**src/design/flic_regs.svh**
```systemverilog
`ifndef FLIC_REGS_SVH
`define FLIC_REGS_SVH

// Register byte offsets on the AXI4-Lite port
`define FLIC_ADDR_FLAGS     8'h00
`define FLIC_ADDR_ENABLE    8'h04
`define FLIC_ADDR_PRIO_LO   8'h08
`define FLIC_ADDR_PRIO_HI   8'h0C
`define FLIC_ADDR_EXT_MODE  8'h10
`define FLIC_ADDR_STATUS    8'h14
`define FLIC_ADDR_EVT_STAT  8'h18
`define FLIC_ADDR_EVT_MASK  8'h1C

// AXI responses
`define FLIC_RESP_OKAY      2'h0
`define FLIC_RESP_SLVERR    2'h2

// Flag bit positions in the flag register
`define FLIC_F_SUPPLY       0
`define FLIC_F_EXT0         1
`define FLIC_F_TIMER_A      2
`define FLIC_F_EXT1         3
`define FLIC_F_TIMER_B      4
`define FLIC_F_SER_A_RX     5
`define FLIC_F_SER_A_TX     6
`define FLIC_F_TIMER_C_OVF  7
`define FLIC_F_TIMER_C_EXT  8
`define FLIC_F_SER_B_RX     9
`define FLIC_F_SER_B_TX     10
`define FLIC_F_EXT2         11
`define FLIC_F_WATCHDOG     15

// Source indices in natural order
`define FLIC_NUM_SRC        13
`define FLIC_SRC_SUPPLY     4'h0
`define FLIC_SRC_EXT0       4'h1
`define FLIC_SRC_TIMER_A    4'h2
`define FLIC_SRC_EXT1       4'h3
`define FLIC_SRC_TIMER_B    4'h4

// Enable register: bits 0..12 per source, bit 13 global enable
`define FLIC_EN_GLOBAL      13

// Event status bits
`define FLIC_EV_TAKEN       0
`define FLIC_EV_SUPPLY      1

// Fixed level of the supply-drop source
`define FLIC_LVL_SUPPLY     3'h4

// Vector per source in natural order
`define FLIC_VEC_0          8'h33
`define FLIC_VEC_1          8'h03
`define FLIC_VEC_2          8'h0B
`define FLIC_VEC_3          8'h13
`define FLIC_VEC_4          8'h1B
`define FLIC_VEC_5          8'h23
`define FLIC_VEC_6          8'h2B
`define FLIC_VEC_7          8'h3B
`define FLIC_VEC_8          8'h43
`define FLIC_VEC_9          8'h4B
`define FLIC_VEC_10         8'h53
`define FLIC_VEC_11         8'h5B
`define FLIC_VEC_12         8'h63

// Reset values
`define FLIC_RST_EXT_PREV   6'h3F
`define FLIC_RST_EXT_MODE   2'h0

`endif

```
**src/design/flic_pkg.sv**
```systemverilog
package flic_pkg;

  // Complete state of the controller
  typedef struct packed {
    logic [15:0] flags;
    logic [13:0] enable;
    logic [12:0] prio_lo;
    logic [12:0] prio_hi;
    logic [1:0] edge_mode;
    logic [4:0] in_service;
    logic [1:0] evt_status;
    logic [1:0] evt_mask;
    logic [5:0] ext_prev;
    logic supply_prev;
    logic req;
    logic [7:0] vector;
    logic [2:0] level;
    logic [3:0] src;
    logic aw_held;
    logic w_held;
    logic [7:0] aw_addr;
    logic [31:0] w_data;
    logic [3:0] w_strb;
    logic bvalid;
    logic [1:0] bresp;
    logic rvalid;
    logic [31:0] rdata;
    logic [1:0] rresp;
  } flic_state_t;

  // Arbitration key: valid, level, inverted natural rank
  typedef struct packed {
    logic valid;
    logic [2:0] level;
    logic [3:0] rank;
  } flic_key_t;

endpackage

```
**src/design/flic_arbiter.sv**
```systemverilog
`include "flic_regs.svh"

module flic_arbiter (
  // Requests and their levels, three bits per source
  input wire logic [12:0] src_req,
  input wire logic [38:0] src_level,
  // Winner
  output logic found,
  output logic [3:0] win_src,
  output logic [2:0] win_level
);

  flic_pkg::flic_key_t keys [`FLIC_NUM_SRC];
  flic_pkg::flic_key_t best;

  // Build one key per source; lower index gives higher rank
  for (genvar i = 0; i < `FLIC_NUM_SRC; i++) begin : g_key
    assign keys[i].valid = src_req[i];
    assign keys[i].level = src_level[3*i +: 3];
    assign keys[i].rank = 4'(12 - i);
  end

  // Highest key wins: level first, natural order breaks ties
  always_comb begin
    best = '0;
    for (int i = 0; i < `FLIC_NUM_SRC; i++) begin
      if (keys[i] > best) begin
        best = keys[i];
      end
    end
  end

  assign found = best.valid;
  assign win_src = 4'(4'hC - best.rank);
  assign win_level = best.level;

endmodule

```
**src/design/flic_top.sv**
```systemverilog
// How it works
// - Five levels, 4 highest down to 0; level 4 only for supply drop.
// - Other sources take level 3..0 from their own high and low priority bits.
// - Enabled pending supply drop beats every other request regardless of priorities.
// - Ties at the highest active level go to the first in natural order.
// - Natural order: supply, ext0, timer a, ext1, timer b, serial a, timer c, ...
// - Vectors in natural order 33h,03h,0Bh,13h,1Bh,23h,2Bh,3Bh,43h..63h.
// - Enabled supply drop request vectors to 33h.
// - Flags set on their condition whether or not enabled.
// - Non-automatic flags stay set until software writes one to clear.
// - Timer a and b flags clear by hardware when their vector is taken.
// - Edge-mode ext0/ext1 flags clear by hardware when vector is taken.
// - Level-mode ext0/ext1 flags follow the pin level directly.
// - Supply drop flag set on each drop below threshold, cleared only by software.
// - Supply drop requests only while its enable is set; flag still records.
// - Supply drop gated by own enable only, not by the global enable.
`include "flic_regs.svh"

module flic_top (
  // Clock, reset, enable
  input wire logic aclk,
  input wire logic aresetn,
  input wire logic ce,
  // AXI4-Lite write
  input wire logic [7:0] awaddr,
  input wire logic awvalid,
  output logic awready,
  input wire logic [31:0] wdata,
  input wire logic [3:0] wstrb,
  input wire logic wvalid,
  output logic wready,
  output logic [1:0] bresp,
  output logic bvalid,
  input wire logic bready,
  // AXI4-Lite read
  input wire logic [7:0] araddr,
  input wire logic arvalid,
  output logic arready,
  output logic [31:0] rdata,
  output logic [1:0] rresp,
  output logic rvalid,
  input wire logic rready,
  // Interrupt sources
  input wire logic supply_low,
  input wire logic [5:0] ext_line_n,
  input wire logic timer_a_ovf,
  input wire logic timer_b_ovf,
  input wire logic timer_c_ovf,
  input wire logic timer_c_ext,
  input wire logic serial_a_rx,
  input wire logic serial_a_tx,
  input wire logic serial_b_rx,
  input wire logic serial_b_tx,
  input wire logic watchdog_evt,
  // Processor core
  input wire logic core_ack,
  input wire logic core_reti,
  output logic core_irq_req,
  output logic [7:0] core_vector,
  output logic [2:0] core_level,
  output logic [3:0] core_src,
  // Event interrupt
  output logic irq
);

  localparam logic [7:0] VEC [`FLIC_NUM_SRC] = '{
    `FLIC_VEC_0, `FLIC_VEC_1, `FLIC_VEC_2, `FLIC_VEC_3, `FLIC_VEC_4,
    `FLIC_VEC_5, `FLIC_VEC_6, `FLIC_VEC_7, `FLIC_VEC_8, `FLIC_VEC_9,
    `FLIC_VEC_10, `FLIC_VEC_11, `FLIC_VEC_12
  };

  flic_pkg::flic_state_t s_q;
  flic_pkg::flic_state_t s_d;

  logic [12:0] src_req;
  logic [38:0] src_level;
  logic found;
  logic [3:0] win_src;
  logic [2:0] win_level;
  logic [2:0] cur_level;
  logic cur_busy;

  // Byte-lane merge of a write into an old value
  function automatic logic [31:0] merge(input logic [31:0] old, input logic [31:0] wd,
                                        input logic [3:0] strb);
    logic [31:0] m;
    m = {{8{strb[3]}}, {8{strb[2]}}, {8{strb[1]}}, {8{strb[0]}}};
    return (old & ~m) | (wd & m);
  endfunction

  // Per-source request terms
  // flag and enable
  always_comb begin
    src_req = '0;
    src_req[0] = s_q.flags[`FLIC_F_SUPPLY] & s_q.enable[0];
    src_req[1] = s_q.flags[`FLIC_F_EXT0];
    src_req[2] = s_q.flags[`FLIC_F_TIMER_A];
    src_req[3] = s_q.flags[`FLIC_F_EXT1];
    src_req[4] = s_q.flags[`FLIC_F_TIMER_B];
    src_req[5] = s_q.flags[`FLIC_F_SER_A_RX] | s_q.flags[`FLIC_F_SER_A_TX];
    src_req[6] = s_q.flags[`FLIC_F_TIMER_C_OVF] | s_q.flags[`FLIC_F_TIMER_C_EXT];
    src_req[7] = s_q.flags[`FLIC_F_SER_B_RX] | s_q.flags[`FLIC_F_SER_B_TX];
    src_req[11:8] = s_q.flags[`FLIC_F_EXT2 +: 4];
    src_req[12] = s_q.flags[`FLIC_F_WATCHDOG];
    src_req[12:1] = src_req[12:1] & s_q.enable[12:1] & {12{s_q.enable[`FLIC_EN_GLOBAL]}};
  end

  // Levels: fixed 4 for supply drop, programmed for the rest
  // Bit 2 stays zero for programmed sources, so only supply drop reaches 4
  // level 4 reserved
  assign src_level[2:0] = `FLIC_LVL_SUPPLY;
  for (genvar i = 1; i < `FLIC_NUM_SRC; i++) begin : g_lvl
    assign src_level[3*i +: 3] = {1'b0, s_q.prio_hi[i], s_q.prio_lo[i]};
  end

  // supply drop at level 4 wins
  flic_arbiter u_arb (
    .src_req(src_req),
    .src_level(src_level),
    .found(found),
    .win_src(win_src),
    .win_level(win_level)
  );

  // Highest level currently in service
  // Highest set bit wins, so a nested routine hides the levels below it
  always_comb begin
    cur_level = 3'h0;
    cur_busy = |s_q.in_service;
    for (int i = 0; i < 5; i++) begin
      if (s_q.in_service[i]) begin
        cur_level = 3'(i);
      end
    end
  end

  // Handshake outputs
  // Held low while an answer is open: one write and one read at a time
  assign awready = ~s_q.aw_held & ~s_q.bvalid;
  assign wready = ~s_q.w_held & ~s_q.bvalid;
  assign arready = ~s_q.rvalid;

  // Next state
  always_comb begin
    logic aw_fire;
    logic w_fire;
    logic do_wr;
    logic ack_take;
    logic [7:0] wa;
    logic [31:0] wd;
    logic [3:0] ws;
    logic [31:0] lane;
    logic [15:0] flag_set;
    logic [5:0] ext_fall;
    logic [7:0] ra;
    s_d = s_q;
    aw_fire = awvalid & awready;
    w_fire = wvalid & wready;
    wa = s_q.aw_held ? s_q.aw_addr : awaddr;
    wd = s_q.w_held ? s_q.w_data : wdata;
    ws = s_q.w_held ? s_q.w_strb : wstrb;
    lane = merge(32'h0000_0000, wd, ws);
    do_wr = (s_q.aw_held | aw_fire) & (s_q.w_held | w_fire) & ~s_q.bvalid;
    ack_take = core_ack & s_q.req;
    ra = {araddr[7:2], 2'h0};
    ext_fall = s_q.ext_prev & ~ext_line_n;
    flag_set = '0;

    // Write channel capture
    // Address and data come in either order; the first one is parked
    if (aw_fire & ~do_wr) begin
      s_d.aw_held = 1'b1;
      s_d.aw_addr = awaddr;
    end
    if (w_fire & ~do_wr) begin
      s_d.w_held = 1'b1;
      s_d.w_data = wdata;
      s_d.w_strb = wstrb;
    end
    if (s_q.bvalid & bready) begin
      s_d.bvalid = 1'b0;
    end

    // Software writes: flags and event status are write-one-to-clear
    // software clear
    if (do_wr) begin
      s_d.aw_held = 1'b0;
      s_d.w_held = 1'b0;
      s_d.bvalid = 1'b1;
      s_d.bresp = `FLIC_RESP_OKAY;
      wa = {wa[7:2], 2'h0};
      if (wa == `FLIC_ADDR_FLAGS) begin
        s_d.flags = s_q.flags & ~lane[15:0];
      end else if (wa == `FLIC_ADDR_ENABLE) begin
        s_d.enable = 14'(merge(32'(s_q.enable), wd, ws));
      end else if (wa == `FLIC_ADDR_PRIO_LO) begin
        s_d.prio_lo = 13'(merge(32'(s_q.prio_lo), wd, ws));
      end else if (wa == `FLIC_ADDR_PRIO_HI) begin
        s_d.prio_hi = 13'(merge(32'(s_q.prio_hi), wd, ws));
      end else if (wa == `FLIC_ADDR_EXT_MODE) begin
        s_d.edge_mode = 2'(merge(32'(s_q.edge_mode), wd, ws));
      end else if (wa == `FLIC_ADDR_STATUS) begin
        s_d.bresp = `FLIC_RESP_OKAY;
      end else if (wa == `FLIC_ADDR_EVT_STAT) begin
        s_d.evt_status = s_q.evt_status & ~lane[1:0];
      end else if (wa == `FLIC_ADDR_EVT_MASK) begin
        s_d.evt_mask = 2'(merge(32'(s_q.evt_mask), wd, ws));
      end else begin
        s_d.bresp = `FLIC_RESP_SLVERR;
      end
    end

    // Read channel
    if (s_q.rvalid & rready) begin
      s_d.rvalid = 1'b0;
    end
    if (arvalid & arready) begin
      s_d.rvalid = 1'b1;
      s_d.rresp = `FLIC_RESP_OKAY;
      s_d.rdata = 32'h0000_0000;
      if (ra == `FLIC_ADDR_FLAGS) begin
        s_d.rdata = 32'(s_q.flags);
      end else if (ra == `FLIC_ADDR_ENABLE) begin
        s_d.rdata = 32'(s_q.enable);
      end else if (ra == `FLIC_ADDR_PRIO_LO) begin
        s_d.rdata = 32'(s_q.prio_lo);
      end else if (ra == `FLIC_ADDR_PRIO_HI) begin
        s_d.rdata = 32'(s_q.prio_hi);
      end else if (ra == `FLIC_ADDR_EXT_MODE) begin
        s_d.rdata = 32'(s_q.edge_mode);
      end else if (ra == `FLIC_ADDR_STATUS) begin
        s_d.rdata = {8'h00, s_q.src, s_q.level, s_q.req, 3'h0, s_q.in_service, s_q.vector};
      end else if (ra == `FLIC_ADDR_EVT_STAT) begin
        s_d.rdata = 32'(s_q.evt_status);
      end else if (ra == `FLIC_ADDR_EVT_MASK) begin
        s_d.rdata = 32'(s_q.evt_mask);
      end else begin
        s_d.rresp = `FLIC_RESP_SLVERR;
      end
    end

    // Hardware clears on vector taken
    // The source and level shown are the ones the core just took
    if (ack_take) begin
      if (s_q.src == `FLIC_SRC_EXT0 && s_q.edge_mode[0]) begin
        s_d.flags[`FLIC_F_EXT0] = 1'b0;
      end
      if (s_q.src == `FLIC_SRC_EXT1 && s_q.edge_mode[1]) begin
        s_d.flags[`FLIC_F_EXT1] = 1'b0;
      end
      if (s_q.src == `FLIC_SRC_TIMER_A) begin
        s_d.flags[`FLIC_F_TIMER_A] = 1'b0;
      end
      if (s_q.src == `FLIC_SRC_TIMER_B) begin
        s_d.flags[`FLIC_F_TIMER_B] = 1'b0;
      end
    end

    // Event capture; sets win over any clear in the same cycle
    // set regardless of enable
    flag_set[`FLIC_F_SUPPLY] = supply_low & ~s_q.supply_prev;
    flag_set[`FLIC_F_EXT0] = ext_fall[0];
    flag_set[`FLIC_F_TIMER_A] = timer_a_ovf;
    flag_set[`FLIC_F_EXT1] = ext_fall[1];
    flag_set[`FLIC_F_TIMER_B] = timer_b_ovf;
    flag_set[`FLIC_F_SER_A_RX] = serial_a_rx;
    flag_set[`FLIC_F_SER_A_TX] = serial_a_tx;
    flag_set[`FLIC_F_TIMER_C_OVF] = timer_c_ovf;
    flag_set[`FLIC_F_TIMER_C_EXT] = timer_c_ext;
    flag_set[`FLIC_F_SER_B_RX] = serial_b_rx;
    flag_set[`FLIC_F_SER_B_TX] = serial_b_tx;
    flag_set[`FLIC_F_EXT2 +: 4] = ext_fall[5:2];
    flag_set[`FLIC_F_WATCHDOG] = watchdog_evt;
    s_d.flags = s_d.flags | flag_set;
    if (!s_q.edge_mode[0]) begin
      s_d.flags[`FLIC_F_EXT0] = ~ext_line_n[0];
    end
    if (!s_q.edge_mode[1]) begin
      s_d.flags[`FLIC_F_EXT1] = ~ext_line_n[1];
    end
    s_d.ext_prev = ext_line_n;
    s_d.supply_prev = supply_low;

    // In-service levels: push on vector taken, pop on return
    // Return and take in one cycle touch different levels
    if (core_reti && cur_busy) begin
      s_d.in_service[cur_level] = 1'b0;
    end
    if (ack_take) begin
      s_d.in_service[s_q.level] = 1'b1;
    end

    // Registered request toward the core; dropped in the cycle after an ack
    // A request may stay up one cycle after software clears its flag
    // strictly higher level
    s_d.req = found & ~ack_take & (~cur_busy | (win_level > cur_level));
    s_d.vector = VEC[win_src];
    s_d.level = win_level;
    s_d.src = win_src;

    // Sticky events; set wins over clear
    if (ack_take) begin
      s_d.evt_status[`FLIC_EV_TAKEN] = 1'b1;
    end
    if (flag_set[`FLIC_F_SUPPLY]) begin
      s_d.evt_status[`FLIC_EV_SUPPLY] = 1'b1;
    end
  end

  // State register with clock enable
  // Synchronous reset; ce low holds every bit, bus handshakes included
  always_ff @(posedge aclk) begin
    if (!aresetn) begin
      s_q <= '0;
      s_q.ext_prev <= `FLIC_RST_EXT_PREV;
      s_q.edge_mode <= `FLIC_RST_EXT_MODE;
    end else if (ce) begin
      s_q <= s_d;
    end
  end

  // Registered outputs, and irq decoded from registered bits
  // Data outputs come straight from flip-flops
  assign bvalid = s_q.bvalid;
  assign bresp = s_q.bresp;
  assign rvalid = s_q.rvalid;
  assign rdata = s_q.rdata;
  assign rresp = s_q.rresp;
  assign core_irq_req = s_q.req;
  assign core_vector = s_q.vector;
  assign core_level = s_q.level;
  assign core_src = s_q.src;
  assign irq = |(s_q.evt_status & s_q.evt_mask);

endmodule

```
**config.mk**
```make
export PLATFORM = sky130hd
export DESIGN_NAME = flic_top
export DESIGN_NICKNAME = d
export VERILOG_FILES = /design/src/design/flic_pkg.sv /design/src/design/flic_arbiter.sv /design/src/design/flic_top.sv
export VERILOG_INCLUDE_DIRS = /design/src /design/src/design
export SDC_FILE = /design/constraint.sdc
export NUM_CORES = 1
export LEC_CHECK = 0
export BUFFER_PORTS_ARGS = -buffer_cell sky130_fd_sc_hd__buf_2
export CAP_MARGIN = 15
export CORE_MARGIN = 3
export CORE_UTILIZATION = 44
export CTS_BUF_LIST = sky130_fd_sc_hd__clkbuf_16
export DETAILED_ROUTE_END_ITERATION = 10
export PLACE_DENSITY = 0.73
export SYNTH_ARGS = -nofsm -noshare
export SYNTH_HDL_FRONTEND = slang
export SYNTH_SLANG_ARGS = --single-unit
export TNS_END_PERCENT = 30
```
**constraint.sdc**
```tcl
create_clock -name aclk -period 14 [get_ports aclk]
set_clock_uncertainty 0.05 [all_clocks]
set_input_delay 0.7 -clock aclk [delete_from_list [all_inputs] [get_ports aclk]]
set_output_delay 0.7 -clock aclk [all_outputs]
set_load 0.03 [all_outputs]
```
==> metrics.md <==
| Metric | Value |
|---|---|
| Status | completed |
| I/O pins | ~140 |
| GP Congestion | 0.919 |
| Worst reg2reg path endpoint | core_irq_req |
| Fin crit period | between 10 and 15 ns |
| Synth Area per Inst | 8.17 sq um |
| Cell area after layout | approximately 10000 sq um |
| CTS HTree Levels | 4 |
| Sequential Power Share | 0.442 |
| Async S/R FF share, synth | 0 |
| Highest-delay cell along the critical path | or3_4 |
| Core footprint | around 18000 sq um |
| Die area | around 20000 sq um |
| # rows | ~50 |
| Pwr dens | around 92 nW/um^2 |
| First-pass GRT wire length | 38900 um |
| Static Leakage | around 4.2 nW |
| DRC | 0 |
| Drt pass-1 iters | 7 |
| Area Growth Syn to Fin | 26.7% |
| #FFs+latches synth | 140 |
| CP required | approximately 14 ns |
| Clock transition at path regs | 0.06 ns |
| Max-cap violations | 0 |
| Root buffer cell | clkbuf_16 |
| Worst Setup Start Kind | flip-flop |
| Max incr delay on CP | 0.42 ns |
| Clock network power share | 0.460 |
| Stages on the worst setup path | 78 |
| Slew Viols, Final | 0 |
| Cell Int Power | approximately 700 uW |
| All-Layer GR Usage | 0.241 |
| CTS tree | done |
| Clk buf depth | 2 |
| Switching portion of total power | 0.266 |
| Maximum clock frequency | 72.6 MHz |
| Sink Count | between 100 and 150 |
| Die X | roughly 140 um |
| WP buf/inv | 7 |
| Filler cells | ~1600 |
| Critical path capture point | core_irq_req |
| Hold Crit Class | flip-flop to flip-flop |
| Worst EP arrival | ~14 ns |
| Initial Util | 0.451 |
| Vias in the first global route | around 7400 |
| Cells after Synth | 1002 |
| Largest net degree at the start of global routing | 94 |
| DP HPWL | 18100 um |
| FF-to-FF setup slack | 0.22 ns |
| DRT iter0 DRCs | roughly 760 |
| Netlist Area Pre-Place | about 8200 sq um |
| CP top delay family | compound AO/OA/AOI/OAI gates |
| Num CTS Buffers | 17 |
| CP endpoint kind | flip-flop |
| Distinct cells, synth | 77 |
| Commonest non-fill, non-tap cell in the layout | dfxtp_1 |
| Final-report hold violation count | 0 |
| Actual transition at the worst max-transition pin | about 1.1 ns |
| Post-DRT Antenna Nets | 0 |
| Area after DPL | 9100 sq um |
| Top cell type's share of synthesized area | 0.342 |
| Gate power share | 0.098 |
| Ys flop type | dfxtp_1 |
| EDFF count, synth | 0 |
| Setup CP Type | flip-flop to flip-flop |
| Die height | between 100 and 150 um |
| Layout cell share with drive strength beyond 1 | 0.321 |
| Cell taking the most area after synthesis | dfxtp_1 |
| RSZ-0062 raised after global routing | yes |
| Most frequent cells in the layout | 137 x dfxtp_1, 119 x nor2_1, 109 x buf_4, 102 x nand2_1, 101 x buf_2 |
| Pwr Total | ~960 uW |
| Worst slew margin | 0.276 |
| Max IR drop VDD | ~0.000083 V |
| Most used cell, CP | ha_1 |
| Top cells by area, synth | dfxtp_1 34%, nor2_1 5.6%, ha_1 5.3%, a211oi_1 5.3%, nand2_1 5.1% |
| GR Overflow Total | 0 |
| Initial antenna violation count | 0 |
| Register area share after synthesis | 0.342 |
| P_sw | roughly 260 uW |
| Worst-skew pair later-pin latency | between 0.4 and 0.5 ns |
| I/O Buffers | roughly 100 |
| Critical path fanouts, max | 6 |
| Finish-stage setup viols | 0 |
| Worst R2R Path Depth | approximately 80 |
| Final period utilization | 0.984 |
| Via Count | between 8000 and 9000 |
| Final #Nets | 1254 |
| Synth warnings | 0 |
| Post-Route WL | 25800 um |
| Antenna Cells | 0 |
| Via/cell ratio | 5.86 |
| Drt wl/cell | between 15 and 20 um |
-- kinds of logic (layout without fill, tap and decap cells) --
group | after synthesis | in the layout | synth area share
simple gates | 347 | 347 | 0.194
other cells | 1 | 12 | 0.000458
xor+xnor | 1 | 1 | 0.00107
flops | 140 | 140 | 0.342
fa+ha+maj | 35 | 35 | 0.0535
compound gates | 292 | 292 | 0.241
buf+inv | 129 | 270 | 0.0898
mux | 57 | 57 | 0.0779
-- worst min path at each step --
stage / from / end / slack [ns] / cells after the start
after floorplan: rdata[14] / rdata[14] / 0.38 / 2
final: rdata[22] / rdata[22] / 0.40 / 2
after global routing: rdata[17] / rdata[17] / 0.42 / 2
after CTS: rdata[22] / rdata[22] / 0.40 / 2
after global placement: rdata[21] / rdata[21] / 0.39 / 2
after detailed placement: rdata[22] / rdata[22] / 0.39 / 2
-- synth_stat cells, drive strengths merged, types with 4 or more instances --
cell and n:
and3 10, nor3 22, or3 8, a211oi 59, mux2 14, a222oi 8
mux4 4, nor3b 5, ha 35, clkbuf 49, nand3b 7, a22o 11
inv 22, dfxtp 140, o211ai 8, a211o 5, o21bai 4, a21o 14
o21ai 46, nand2 111, or4 4, nand4 4, o31ai 4, a31oi 9
o21a 5, buf 58, o22ai 4, mux2i 39, a21oi 84, o211a 4
or2 8, nor2 122, nand3 29
-- power by group through the flow --
stage / clock network [mW] / registers, mW / logic [mW]
2_1_floorplan: 0 / 0.427 / 0.0729
3_3_place_gp: 0 / 0.430 / 0.0913
3_5_place_dp: 0 / 0.431 / 0.0923
4_1_cts: 0.444 / 0.422 / 0.0930
5_1_grt: 0.462 / 0.424 / 0.102
6_report: 0.441 / 0.423 / 0.0939
-- layer usage --
layer / GRT usage / vias up / wire [um]
met5: 0 / - / 0
met4: 0.0960 / 0 / 1000
met3: 0.0423 / 63 / 1840
met2: 0.384 / 367 / 12000
met1: 0.325 / 3795 / 10900
li1: - / 3873 / -
-- what timing repair did --
action,4_1_cts,5_1_grt
setup endpoints to repair,6,11
buffers inserted,4,18
gates resized for setup,21,95
hold buffers,0,0
pin swaps,4,63
-- layout make-up --
| type | instances | area [sq um] | share of cell area |
|---|---|---|---|
| Clock inverter | 15 | 148 | 0.0142 |
| Inverter | 22 | 83.8 | 0.00808 |
| Clock buffer | 17 | 425 | 0.0410 |
| Sequential cell | 140 | 2810 | 0.270 |
| Tap cell | 229 | 287 | 0.0276 |
| Timing Repair Buffer | 216 | 1390 | 0.134 |
| Multi-Input combinational cell | 744 | 5240 | 0.505 |
-- per-stage QoR --
step / util / std cells / TNS [ns] / worst slack (ns) / hold slack (ns)
detailed placement: 0.502 / 1329 / -0.912 / -0.363 / 0.392
global placement: 0.502 / 1329 / -0.251 / -0.137 / 0.388
CTS: 0.539 / 1365 / 0 / 0.00515 / 0.399
finish: 0.572 / 1383 / 0 / 0.220 / 0.398
global route: 0.572 / 1383 / -1.17 / -0.379 / 0.421
floorplan: - / 1013 / 0 / 0.0355 / 0.382
-- tightest hold or removal path: cells and delay by family, from the launching register on --
| family | cells | cell delay, ns |
|---|---|---|
| compound gates | 1 | 0.05 |
| flops | 1 | 0.30 |
| simple gates | 1 | 0.05 |
(Power assumes the default switching activity.)
